File: src/bsc_pkg.sv
// shared constants and types for boot selection and code security
package bsc_pkg;

  // ************************************************************
  // boot modes
  // ************************************************************
  typedef enum logic [2:0] {
    BSC_BOOT_PARALLEL = 3'h0,
    BSC_BOOT_SERIAL   = 3'h1,
    BSC_BOOT_WAIT     = 3'h2,
    BSC_BOOT_FLASH    = 3'h3,
    BSC_BOOT_SPI      = 3'h4,
    BSC_BOOT_I2C      = 3'h5,
    BSC_BOOT_OTP      = 3'h6
  } bsc_boot_type;

  // ************************************************************
  // stored word encodings and fixed figures
  // ************************************************************
  localparam logic [15:0] BSC_WORD_KEY     = 16'h55AA;
  localparam int          BSC_PWD_WAIT    = 16;
  localparam logic [4:0]  BSC_PWD_WAIT_CNT = 5'(BSC_PWD_WAIT);
  localparam logic [4:0]  BSC_CNT_RST     = 5'h00;
  localparam int          BSC_PWD_BITS    = 128;
  localparam int          BSC_HALF_BITS   = 64;

  typedef struct packed {
    logic [15:0] key_word;
    logic [15:0] mode_word;
  } bsc_cfg_type;

  typedef struct packed {
    logic        secure_access;
    logic        secure_read;
    logic        external_exec;
    logic        jtag_inspect;
  } bsc_access_type;

endpackage : bsc_pkg

File: src/bsc_top.sv
// boot mode selection and code security unit
// ************************************************************
// boot mode selection and code security unit
// ************************************************************
// Functional notes
// - straps decode four boot modes when test reset low
// - with emulator attached, ignore both straps, use vector ram words
// - invalid vector ram boot word falls back to wait
// - emulation boot can reach every strap selectable mode
// - configured boot goes to flash unless otp words redirect
// - any invalid otp word means boot from flash
// - otp loaders limited to serial, spi, i2c, otp
// - wait option loops on a breakpoint, no latch trip
// - no hardware hold in reset mode exists
// - 128-bit password read with fixed 16 wait states
// - secure memory closed until full 128-bit key matches
// - while locked block jtag inspect, external exec, exports
// - emulator secure access trips latch unless debug unlocked
// - lower 64 key bits matching grants debug unlock only
// - lower password half all ones grants debug unlock freely
module bsc_top (
  // clock and reset
  input  wire logic                  sys_clk,
  input  wire logic                  rst,
  // pins
  input  wire logic                  boot_strap_high,
  input  wire logic                  boot_strap_low,
  input  wire logic                  test_rst,
  // stored configuration words
  input  wire bsc_pkg::bsc_cfg_type  emu_cfg,
  input  wire bsc_pkg::bsc_cfg_type  otp_cfg,
  // password fetch from flash and key from software
  input  wire logic                  pwd_start,
  input  wire logic [127:0]          pwd_data,
  input  wire logic [127:0]          key_value,
  // attempted accesses
  input  wire bsc_pkg::bsc_access_type access,
  // outputs
  output logic [2:0]                 boot_mode,
  output logic                       boot_valid,
  output logic                       full_unlock,
  output logic                       debug_unlock,
  output logic                       debug_security_latch,
  output logic                       emu_connect,
  output logic                       access_block,
  output logic                       pwd_busy
);

  // ************************************************************
  // pin synchronisers
  // ************************************************************
  logic [2:0] sh_reg, sl_reg, tr_reg;
  logic [2:0] sh_next, sl_next, tr_next;
  // marks the chains as filled with real pin samples after reset
  logic [2:0] fill_reg, fill_next;
  logic       pins_stable;

  always_comb begin
    sh_next = {sh_reg[1:0], boot_strap_high};
    sl_next = {sl_reg[1:0], boot_strap_low};
    tr_next = {tr_reg[1:0], test_rst};
    fill_next = {fill_reg[1:0], 1'b1};
  end

  always_ff @(posedge sys_clk or posedge rst) begin
    if (rst) begin
      sh_reg <= 3'h0;
      sl_reg <= 3'h0;
      tr_reg <= 3'h0;
      fill_reg <= 3'h0;
    end else begin
      sh_reg <= sh_next;
      sl_reg <= sl_next;
      tr_reg <= tr_next;
      fill_reg <= fill_next;
    end
  end

  // reset zeros in the chains must not be taken for strap levels
  assign pins_stable = fill_reg[2] && (sh_reg[1] == sh_reg[2]) && (sl_reg[1] == sl_reg[2])
                       && (tr_reg[1] == tr_reg[2]);

  // ************************************************************
  // boot selection
  // ************************************************************
  function automatic logic [2:0] bsc_decode(input logic [15:0] key, input logic [15:0] md,
                                           input logic [2:0] fallback, input logic emu);
    logic [2:0] res;
    res = fallback;
    if (key == bsc_pkg::BSC_WORD_KEY) begin
      unique case (md[2:0])
        3'h1: res = bsc_pkg::BSC_BOOT_SERIAL;
        3'h4: res = bsc_pkg::BSC_BOOT_SPI;
        3'h5: res = bsc_pkg::BSC_BOOT_I2C;
        3'h6: res = bsc_pkg::BSC_BOOT_OTP;
        3'h3: res = bsc_pkg::BSC_BOOT_FLASH;
        3'h0: res = emu ? bsc_pkg::BSC_BOOT_PARALLEL : fallback;
        3'h2: res = emu ? bsc_pkg::BSC_BOOT_WAIT : fallback;
        default: res = fallback;
      endcase
    end
    return res;
  endfunction : bsc_decode

  logic [2:0] mode_reg, mode_next;
  logic       valid_reg, valid_next;

  always_comb begin
    mode_next  = mode_reg;
    valid_next = valid_reg;
    if (!valid_reg && pins_stable) begin
      valid_next = 1'b1;
      if (tr_reg[2]) begin
        // emulator attached, both straps ignored
        mode_next = bsc_decode(emu_cfg.key_word, emu_cfg.mode_word,
                               bsc_pkg::BSC_BOOT_WAIT, 1'b1);
      end else if (sh_reg[2] && sl_reg[2]) begin
        mode_next = bsc_decode(otp_cfg.key_word, otp_cfg.mode_word,
                               bsc_pkg::BSC_BOOT_FLASH, 1'b0);
      end else begin
        mode_next = {1'b0, sh_reg[2], sl_reg[2]}; // wait is a software loop
      end
    end
  end

  always_ff @(posedge sys_clk or posedge rst) begin
    if (rst) begin
      mode_reg  <= bsc_pkg::BSC_BOOT_WAIT;
      valid_reg <= 1'b0;
    end else begin
      mode_reg  <= mode_next;
      valid_reg <= valid_next;
    end
  end

  assign boot_mode  = mode_reg;
  assign boot_valid = valid_reg;

  // ************************************************************
  // password compare
  // ************************************************************
  logic [4:0] cnt_reg, cnt_next;
  logic       busy_reg, busy_next;
  logic       full_reg, full_next;
  logic       dbg_reg, dbg_next;
  logic       latch_reg, latch_next;
  logic       blk_reg, blk_next;
  logic       emu_reg, emu_next;

  always_comb begin
    cnt_next   = cnt_reg;
    busy_next  = busy_reg;
    full_next  = full_reg;
    dbg_next   = dbg_reg;
    latch_next = latch_reg;
    if (pwd_start && !busy_reg) begin
      busy_next = 1'b1;
      cnt_next  = bsc_pkg::BSC_PWD_WAIT_CNT;
    end else if (busy_reg) begin
      if (cnt_reg == 5'h01) begin
        busy_next = 1'b0;
        full_next = (key_value == pwd_data);
        dbg_next  = (key_value[63:0] == pwd_data[63:0])
                    || (&pwd_data[63:0]);
      end
      cnt_next = cnt_reg - 5'h01;
    end
    if (tr_reg[2] && access.secure_access && !dbg_reg) begin
      latch_next = 1'b1;
    end
    blk_next = !full_reg && (access.jtag_inspect || access.external_exec
               || access.secure_read);
    // connection drops in the same cycle as the latch trips
    emu_next = tr_reg[2] && !latch_next;
  end

  always_ff @(posedge sys_clk or posedge rst) begin
    if (rst) begin
      cnt_reg   <= bsc_pkg::BSC_CNT_RST;
      busy_reg  <= 1'b0;
      full_reg  <= 1'b0;
      dbg_reg   <= 1'b0;
      latch_reg <= 1'b0;
      blk_reg   <= 1'b0;
      emu_reg   <= 1'b0;
    end else begin
      cnt_reg   <= cnt_next;
      busy_reg  <= busy_next;
      full_reg  <= full_next;
      dbg_reg   <= dbg_next;
      latch_reg <= latch_next;
      blk_reg   <= blk_next;
      emu_reg   <= emu_next;
    end
  end

  assign full_unlock          = full_reg;
  assign debug_unlock         = dbg_reg;
  assign debug_security_latch = latch_reg;
  assign emu_connect          = emu_reg;
  assign access_block         = blk_reg;
  assign pwd_busy             = busy_reg;

  // ************************************************************
  // checks
  // ************************************************************
  reset_locked_a: assert property (@(posedge sys_clk) $fell(rst) |-> !full_reg && !dbg_reg)
    else $error("unlock set after reset");
  // busy stands sixteen cycles, then drops
  compare_time_a: assert property (@(posedge sys_clk) disable iff (rst)
    $rose(busy_reg) |-> busy_reg [*8] ##1 busy_reg [*8] ##1 !busy_reg)
    else $error("password read time wrong");
  full_gate_a: assert property (@(posedge sys_clk) disable iff (rst)
    $rose(full_reg) |-> $past(key_value) == $past(pwd_data))
    else $error("unlock without key match");
  latch_trip_a: assert property (@(posedge sys_clk) disable iff (rst)
    tr_reg[2] && access.secure_access && !dbg_reg |=> latch_reg ##1 !emu_connect)
    else $error("latch did not trip");
  block_lock_a: assert property (@(posedge sys_clk) disable iff (rst)
    !full_reg && access.jtag_inspect |=> blk_reg)
    else $error("locked access not blocked");
  blank_debug_a: assert property (@(posedge sys_clk) disable iff (rst)
    busy_reg && cnt_reg == 5'h01 && (&pwd_data[63:0]) |=> dbg_reg)
    else $error("blank password not debug unlocked");
  emu_wait_a: assert property (@(posedge sys_clk) disable iff (rst)
    !valid_reg && pins_stable && tr_reg[2] && emu_cfg.key_word != bsc_pkg::BSC_WORD_KEY
    |=> boot_mode == bsc_pkg::BSC_BOOT_WAIT)
    else $error("bad emulation words not wait");
  otp_flash_a: assert property (@(posedge sys_clk) disable iff (rst)
    !valid_reg && pins_stable && !tr_reg[2] && sh_reg[2] && sl_reg[2]
    && otp_cfg.key_word != bsc_pkg::BSC_WORD_KEY |=> boot_mode == bsc_pkg::BSC_BOOT_FLASH)
    else $error("bad otp words not flash");

endmodule : bsc_top

File: config.mk
export PLATFORM = sky130hd
export DESIGN_NAME = bsc_top
export DESIGN_NICKNAME = d
export VERILOG_FILES = /design/src/bsc_pkg.sv /design/src/bsc_top.sv
export SDC_FILE = /design/constraint.sdc
export NUM_CORES = 1
export LEC_CHECK = 0
export ABC_AREA = 1
export BUFFER_PORTS_ARGS = -buffer_cell sky130_fd_sc_hd__clkbuf_2
export CORE_AREA = 5 5 128 130
export CTS_BUF_LIST = sky130_fd_sc_hd__clkbuf_16
export CTS_CLUSTER_DIAMETER = 60
export DETAILED_ROUTE_END_ITERATION = 12
export DIE_AREA = 0 0 133 135
export GPL_ROUTABILITY_DRIVEN = 1
export GPL_TIMING_DRIVEN = 1
export SETUP_SLACK_MARGIN = 0.02
export SLEW_MARGIN = 5
export SYNTH_ARGS = -nofsm -noshare
export SYNTH_HDL_FRONTEND = slang
export SYNTH_SLANG_ARGS = --single-unit
File: constraint.sdc
create_clock -name sys_clk -period 1.75 [get_ports sys_clk]
set_input_delay 0.175 -clock sys_clk [delete_from_list [all_inputs] [get_ports sys_clk]]
set_output_delay 0.175 -clock sys_clk [all_outputs]
set_load 0.02 [all_outputs]
==> impl_metrics.env, run 1 <==
export IMPL_maxCapViolCount=0
export IMPL_drt_vias_per_instance=4.08
export IMPL_r2r_start="cnt_reg[1]$_DFFE_PP0P_"
export IMPL_yosysWarnings=0
export IMPL_grt_ovfl_total=0
export IMPL_seqPwrFrac=0.319
export IMPL_cts_resized=0
export IMPL_fin_worst_skew_ns=0.00477
export IMPL_nets=1299
export IMPL_dp_hpwl_mm=12.3
export IMPL_grt_max_degree=28
export IMPL_switching_share=0.375
export IMPL_antenna_found_initial=0
export IMPL_synth_ff_type="dfrtp_1"
export IMPL_p_total_uw=2840
export IMPL_post_cts_setup_buffer_count=0
export IMPL_outcome="finished, final reports clean"
export IMPL_wire_per_inst_um=11.3
export IMPL_grt_busiest_layer="met2"
export IMPL_grt_usage=0.135
export IMPL_io_pins=340
export IMPL_htree_levels=1
export IMPL_start_util=0.246
export IMPL_cts_root_buf="clkbuf_16"
export IMPL_synth_nets=978
export IMPL_core_um2=15000
export IMPL_setup_tns_ns=0
export IMPL_setup_viol_count_final=0
export IMPL_synthCells=646
export IMPL_antenna_cells=0
export IMPL_critPathArrivalTime_ns=1.60
export IMPL_hold_class="in -> reg"
export IMPL_final_common_cell="clkbuf_2"
export IMPL_drt_iter0_drc=77
export IMPL_grt_met1_usage=0.156
export IMPL_min_to="sl_reg[0]$_DFF_PP0_"
export IMPL_required_ns=1.95
export IMPL_die_h_um=135
export IMPL_num_vias=4707
export IMPL_portBuffers=313
export IMPL_path_max_fanout=4
export IMPL_min_period_ns=1.40
export IMPL_num_rows=45
export IMPL_finalHoldViolations=0
export IMPL_synth_top_area_frac=0.205
export IMPL_async_flop_share=1.00
export IMPL_power_leakage_uw=0.00335
export IMPL_antenna_left=0
export IMPL_worstSkewPairLatency_ns=0.26
export IMPL_grt_pass1_vias=4541
export IMPL_drive_above_1_share=0.344
export IMPL_seq_area_frac_synth=0.183
export IMPL_clock_fmax_mhz=713
export IMPL_cts_sink_count=27
export IMPL_grt_pass1_wl_mm=20.1
export IMPL_largest_register_ffs=5
export IMPL_rsz0062_at_grt="false"
export IMPL_nFillCells=1685
export IMPL_path_class="reg -> reg"
export IMPL_drc=0
export IMPL_p_int_uw=1770
export IMPL_synth_edf_count=0
export IMPL_synthTopCellsByArea="nand2_1, xnor2_1, dfrtp_1"
export IMPL_place_congestion=0.873
export IMPL_design_die_area_um2=18000
export IMPL_synth_cell_type_count=27
export IMPL_startpoint_type="flip-flop"
export IMPL_area_delta_synth_final_pct=51.7
export IMPL_clk_pin_slew_ns=0.07
export IMPL_clock_path_buffers=2
export IMPL_switchingPower_uw=1060
export IMPL_p_clk_frac=0.179
export IMPL_power_frac_comb=0.502
export IMPL_use_met2=0.255
export IMPL_synth_seq_cells=27
export IMPL_reg2reg_to="full_unlock$_DFFE_PP0P_"
export IMPL_drt_total_wl_mm=13.1
export IMPL_ir_drop_uv=329
export IMPL_slew_viol_final=0
export IMPL_crit_path_end_kind="flip-flop"
export IMPL_post_route_period_util=0.801
export IMPL_hold_depth=1
export IMPL_syn_cell_area_um2=3690
export IMPL_rrSetupSlack_ns=0.35
export IMPL_cts_made_buffers=3
export IMPL_layout_common_cells="clkbuf_2, nand2_1, inv_1"
export IMPL_p_per_area_nw_per_um2=507
export IMPL_min_delay_start="boot_strap_low"
export IMPL_chipWidth_um=133
export IMPL_gr_usage_met3=0.0313
export IMPL_worst_r2r_path_depth=10
export IMPL_avgSynthCellArea_um2=5.71
export IMPL_firstDrtPassIters=4
export IMPL_yosys_area_top_type="nand2_1"
export IMPL_cts_tree="yes"
-- worst max-delay path by stage --
| stage | slack, ns | end | cells after the start | from |
|---|---|---|---|---|
| 2_1_floorplan | 0.47 | full_unlock$_DFFE_PP0P_ | 10 | cnt_reg[1]$_DFFE_PP0P_ |
| 3_3_place_gp | 0.34 | full_unlock$_DFFE_PP0P_ | 10 | cnt_reg[1]$_DFFE_PP0P_ |
| 3_5_place_dp | 0.33 | full_unlock$_DFFE_PP0P_ | 10 | cnt_reg[1]$_DFFE_PP0P_ |
| 4_1_cts | 0.32 | full_unlock$_DFFE_PP0P_ | 10 | cnt_reg[1]$_DFFE_PP0P_ |
| 5_1_grt | 0.12 | full_unlock$_DFFE_PP0P_ | 10 | cnt_reg[1]$_DFFE_PP0P_ |
| 6_report | 0.35 | full_unlock$_DFFE_PP0P_ | 10 | cnt_reg[1]$_DFFE_PP0P_ |
-- power groups by stage --
stage	combinational [µW]	clock (µW)	sequential [µW]
after floorplan	683	0	994
after global placement	1420	0	911
after detailed placement	1450	0	912
after CTS	1450	535	906
after global routing	1620	556	930
final	1420	508	903
-- area by class of cell --
class / count / area [µm²] / area share
inverters: 136 / 510 / 0.0912
well taps: 188 / 235 / 0.0420
clock buffers: 3 / 75.1 / 0.0134
multi-input cells: 483 / 2500 / 0.447
clock inverters: 1 / 5.00 / 0.000894
repair buffers: 316 / 1590 / 0.284
flip-flops and latches: 27 / 677 / 0.121
-- cells by family after synthesis --
family,count (synthesis),synth area share
AND/OR/NAND/NOR,367,0.414
flip-flops,27,0.183
XOR/XNOR,95,0.225
other,1,0.00102
buffers and inverters,136,0.138
AO/OA/AOI/OAI,18,0.0308
adder cells (fa/ha/maj),2,0.00678
-- cell usage after synthesis (2+ instances only) --
cell        n
xnor2_1    78
inv_2       4
clkinv_1    3
o21ai_0     8
or2_1       2
dfrtp_1    26
a21oi_1     4
nor2_2      4
nand2_1   202
ha_1        2
inv_1     129
nand4_1    37
xor2_1     17
nor2_1     98
o21bai_1    2
nand3_1    19
-- per-stage QoR --
step	hold slack (ns)	util	instances	cell area, µm²	setup WS (ns)
global placement	0.235	0.366	1149	5510	0.337
CTS	0.0143	0.372	1154	5600	0.318
global route	0.0107	0.372	1154	5600	0.120
finish	0.0190	0.372	1154	5600	0.347
floorplan	0.206	-	646	3690	0.475
detailed placement	0.237	0.366	1149	5510	0.327
-- worst max-delay path, cell delays in order (launching register included) --
cell and delay [ns]:
dfrtp_1 0.37, inv_1 0.09, ha_1 0.14, inv_1 0.03, nor2_1 0.07, nand3_1 0.15
nor2_1 0.14, nand3_1 0.12, nor2_4 0.12, nand2_1 0.05, nand2_1 0.05
-- repair_timing --
action / in CTS / in global routing
setup endpoints to repair: 0 / 0
endpoints found under the hold margin: 26 / 0
hold buffers: 1 / 0
-- routing by layer --
layer	part of all wire	wire length, µm
met5	0	0
met2	0.50	6560
met1	0.40	5270
met3	0.085	1110
met4	0.012	152
No activity file was read; power rests on OpenSTA's default activity.
==> run 2, diff against run 1 <==
--- a/config.mk
+++ b/config.mk
@@ -5,13 +5,13 @@
 export SDC_FILE = /design/constraint.sdc
 export NUM_CORES = 1
 export LEC_CHECK = 0
-export ABC_AREA = 1
+export ABC_AREA = 0
 export BUFFER_PORTS_ARGS = -buffer_cell sky130_fd_sc_hd__clkbuf_2
-export CORE_AREA = 5 5 128 130
+export CORE_AREA = 5 5 130 132
 export CTS_BUF_LIST = sky130_fd_sc_hd__clkbuf_16
 export CTS_CLUSTER_DIAMETER = 60
 export DETAILED_ROUTE_END_ITERATION = 12
-export DIE_AREA = 0 0 133 135
+export DIE_AREA = 0 0 135 137
 export GPL_ROUTABILITY_DRIVEN = 1
 export GPL_TIMING_DRIVEN = 1
 export SETUP_SLACK_MARGIN = 0.02
==> constraint.sdc (replaced) <==
create_clock -name sys_clk -period 1.2 [get_ports sys_clk]
set_input_delay 0.12 -clock sys_clk [delete_from_list [all_inputs] [get_ports sys_clk]]
set_output_delay 0.12 -clock sys_clk [all_outputs]
set_load 0.02 [all_outputs]
==> run 2 against run 1 <==
Net effect: the run now ends with negative setup slack left; die area is 3.0% higher; clock skew is 0.0023 ns lower; flip-flop and latch count is the same; sequential share of layout area grew 0.70 points; synthesized area fell by 27%; cell count fell by 23%; utilization fell by 3.1 points; highest routed layer is now met5.
==> impl_metrics.env, run 2 <==
export IMPL_clock_fmax_mhz=759
export IMPL_power_leakage_uw=0.00258
export IMPL_stdcell_area_um2=5330
export IMPL_post_dp_cell_area_um2=4960
export IMPL_die_h_um=137
export IMPL_grt_pass1_vias=3879
export IMPL_cts_sink_count=27
export IMPL_drt_vias_per_instance=4.07
export IMPL_synth_xor_area_frac=0.423
export IMPL_clock_path_buffers=2
export IMPL_yosys_area_share_simple=0.242
export IMPL_synth_seq_cells=27
export IMPL_async_flop_share=1.00
export IMPL_outcome="finished, violations left"
export IMPL_portBuffers=313
export IMPL_synthAdderAreaFrac=0.00929
export IMPL_cts_made_buffers=3
export IMPL_num_rows=46
export IMPL_p_per_area_nw_per_um2=871
export IMPL_syn_cell_area_um2=2690
export IMPL_synth_top_area_frac=0.319
export IMPL_drive_above_1_share=0.620
export IMPL_synthTopCellsByArea="xnor2_1, dfrtp_1, nand4_1"
export IMPL_ir_drop_uv=507
export IMPL_path_class="reg -> reg"
export IMPL_synth_compound_area_share=0.0520
export IMPL_drc=0
export IMPL_p_total_uw=4650
export IMPL_largest_register_ffs=5
export IMPL_seq_area_frac_synth=0.251
export IMPL_maxCapViolCount=0
export IMPL_yosysWarnings=0
export IMPL_synthCells=292
export IMPL_synth_cell_type_count=40
export IMPL_antenna_left=0
export IMPL_synth_top_family_by_area="XOR/XNOR gates"
export IMPL_synth_mux_area_frac=0.00836
export IMPL_synth_edf_count=0
export IMPL_setup_slack_ns=-0.118
export IMPL_synth_ff_type="dfrtp_1"
export IMPL_place_congestion=0.853
export IMPL_synth_nets=624
export IMPL_dp_hpwl_mm=13.4
export IMPL_finalHoldViolations=0
export IMPL_path_max_fanout=5
export IMPL_grt_usage=0.145
export IMPL_fin_worst_skew_ns=0.00243
export IMPL_nets=1004
export IMPL_slew_viol_final=0
export IMPL_synth_most_common_cell="xnor2_1"
export IMPL_area_delta_synth_final_pct=98.0
export IMPL_drt_iter0_drc=91
export IMPL_hold_class="in -> reg"
export IMPL_firstDrtPassIters=4
export IMPL_cts_root_buf="clkbuf_16"
export IMPL_cts_tree="yes"
export IMPL_clk_pin_slew_ns=0.07
export IMPL_io_pins=340
export IMPL_final_common_cell="clkbuf_2"
export IMPL_startpoint_type="flip-flop"
export IMPL_violations="negative setup slack"
export IMPL_core_um2=15600
export IMPL_min_period_ns=1.32
export IMPL_critPathArrivalTime_ns=1.47
export IMPL_rsz0062_at_grt="true"
export IMPL_start_util=0.173
export IMPL_grt_max_degree=28
export IMPL_grt_ovfl_total=0
export IMPL_wire_per_inst_um=16.2
export IMPL_layout_common_cells="clkbuf_2, xnor2_1, buf_4"
export IMPL_yosys_area_top_type="xnor2_1"
export IMPL_post_route_period_util=1.10
export IMPL_htree_levels=1
export IMPL_grt_pass1_wl_mm=20.4
export IMPL_antenna_found_initial=3
export IMPL_setup_viol_count_final=5
export IMPL_chipWidth_um=135
export IMPL_num_vias=3620
export IMPL_synth_commonest_cells="xnor2_1, nand4_1, xor2_1"
export IMPL_crit_path_end_kind="flip-flop"
export IMPL_worstSkewPairLatency_ns=0.26
export IMPL_required_ns=1.35
export IMPL_design_die_area_um2=18500
export IMPL_drt_total_wl_mm=14.4
export IMPL_avgSynthCellArea_um2=9.22
## run 2: cell count changes after synthesis, moves of 3 or more
cell / before / now
nand2_1: 202 / 8
inv_1: 129 / 8
nor2_1: 98 / 10
xnor2_1: 78 / 98
nand3_1: 19 / 3
nor4_1: 0 / 15
xor2_1: 17 / 32
nand4_1: 37 / 45
o21ai_0: 8 / 0
inv_2: 4 / 0
nor2_2: 4 / 0
and4bb_1: 0 / 3
clkinv_1: 3 / 0
o21ai_1: 1 / 4
## run 2: final timing paths
check	from	endpoint	slack, ns	depth (start not counted)
worst max-delay path	tr_reg[2]$_DFF_PP0_	boot_mode[2]$_DFFE_PP0P_	-0.12	4
worst min-delay path	pwd_start	cnt_reg[1]$_DFFE_PP0P_	0.06	2
worst max register to register	tr_reg[2]$_DFF_PP0_	boot_mode[2]$_DFFE_PP0P_	-0.12	4
worst min register to register	fill_reg[1]$_DFF_PP0_	fill_reg[2]$_DFF_PP0_	0.35	0
max in group asynchronous	rst	boot_mode[1]$_DFFE_PP1P_	0.44	4
min in group asynchronous	rst	emu_connect$_DFF_PP0_	0.45	4
## run 2: kinds of logic (layout without fill, tap and decap cells)
family	after synthesis	in the layout
other	1	3
DFF	27	27
adders and majority gates	2	2
muxes	2	2
and+or+nand+nor	102	102
buffers and inverters	9	388
xor gates and xnor gates	130	130
AOI/OAI and AO/OA	19	19
## run 2: layout make-up
| class | count | area, µm² |
|---|---|---|
| antenna | 2 | 5.00 |
| clock buffer | 3 | 75.1 |
| clock inverter | 1 | 7.51 |
| fill | 1689 | 10300 |
| inverter | 8 | 30.0 |
| multi-input combinational | 256 | 2170 |
| sequential | 27 | 682 |
| tap | 216 | 270 |
| timing repair buffer | 376 | 2090 |
## run 2: power breakdown
group / total, µW / internal (µW) / leakage [µW] / switching (µW)
Combinational: 2510 / 1390 / 0.00223 / 1120
Clock: 768 / 453 / 0.0000371 / 315
Sequential: 1360 / 1160 / 0.000307 / 204
Total: 4650 / 3000 / 0.00258 / 1640
## run 2: timing repair
item                                    4_1_cts  5_1_grt
setup buffers                                 2        1
endpoints found under the setup margin        6       10
hold buffers                                  4        0
endpoints found under the hold margin        29        0
gates resized for setup                      15       28
pin swaps                                     9       15
## run 2: stage by stage
stage	hold WS, ns	utilization	std cells	setup TNS [ns]	setup slack (ns)
global placement	0.187	0.318	877	-1.33	-0.388
CTS	0.0541	0.331	886	-0.644	-0.158
floorplan	0.151	-	292	-0.258	-0.110
detailed placement	0.192	0.318	877	-1.41	-0.397
global route	0.0765	0.342	889	-1.04	-0.263
finish	0.0593	0.342	889	-0.378	-0.118
## run 2: worst max-delay path: stages, from the launching register on
cell and delay (ns):
dfrtp_2 0.44, xor2_2 0.20, nor3_4 0.28, o221ai_1 0.17, o21a_1 0.13
## run 2: metal layers
metal / track usage / vias up / routed length (µm)
met2: 0.292 / 183 / 8140
li1: - / 1819 / -
met5: 0 / - / 7
met3: 0.0408 / 20 / 1160
met1: 0.142 / 1596 / 4690
met4: 0.0442 / 2 / 410
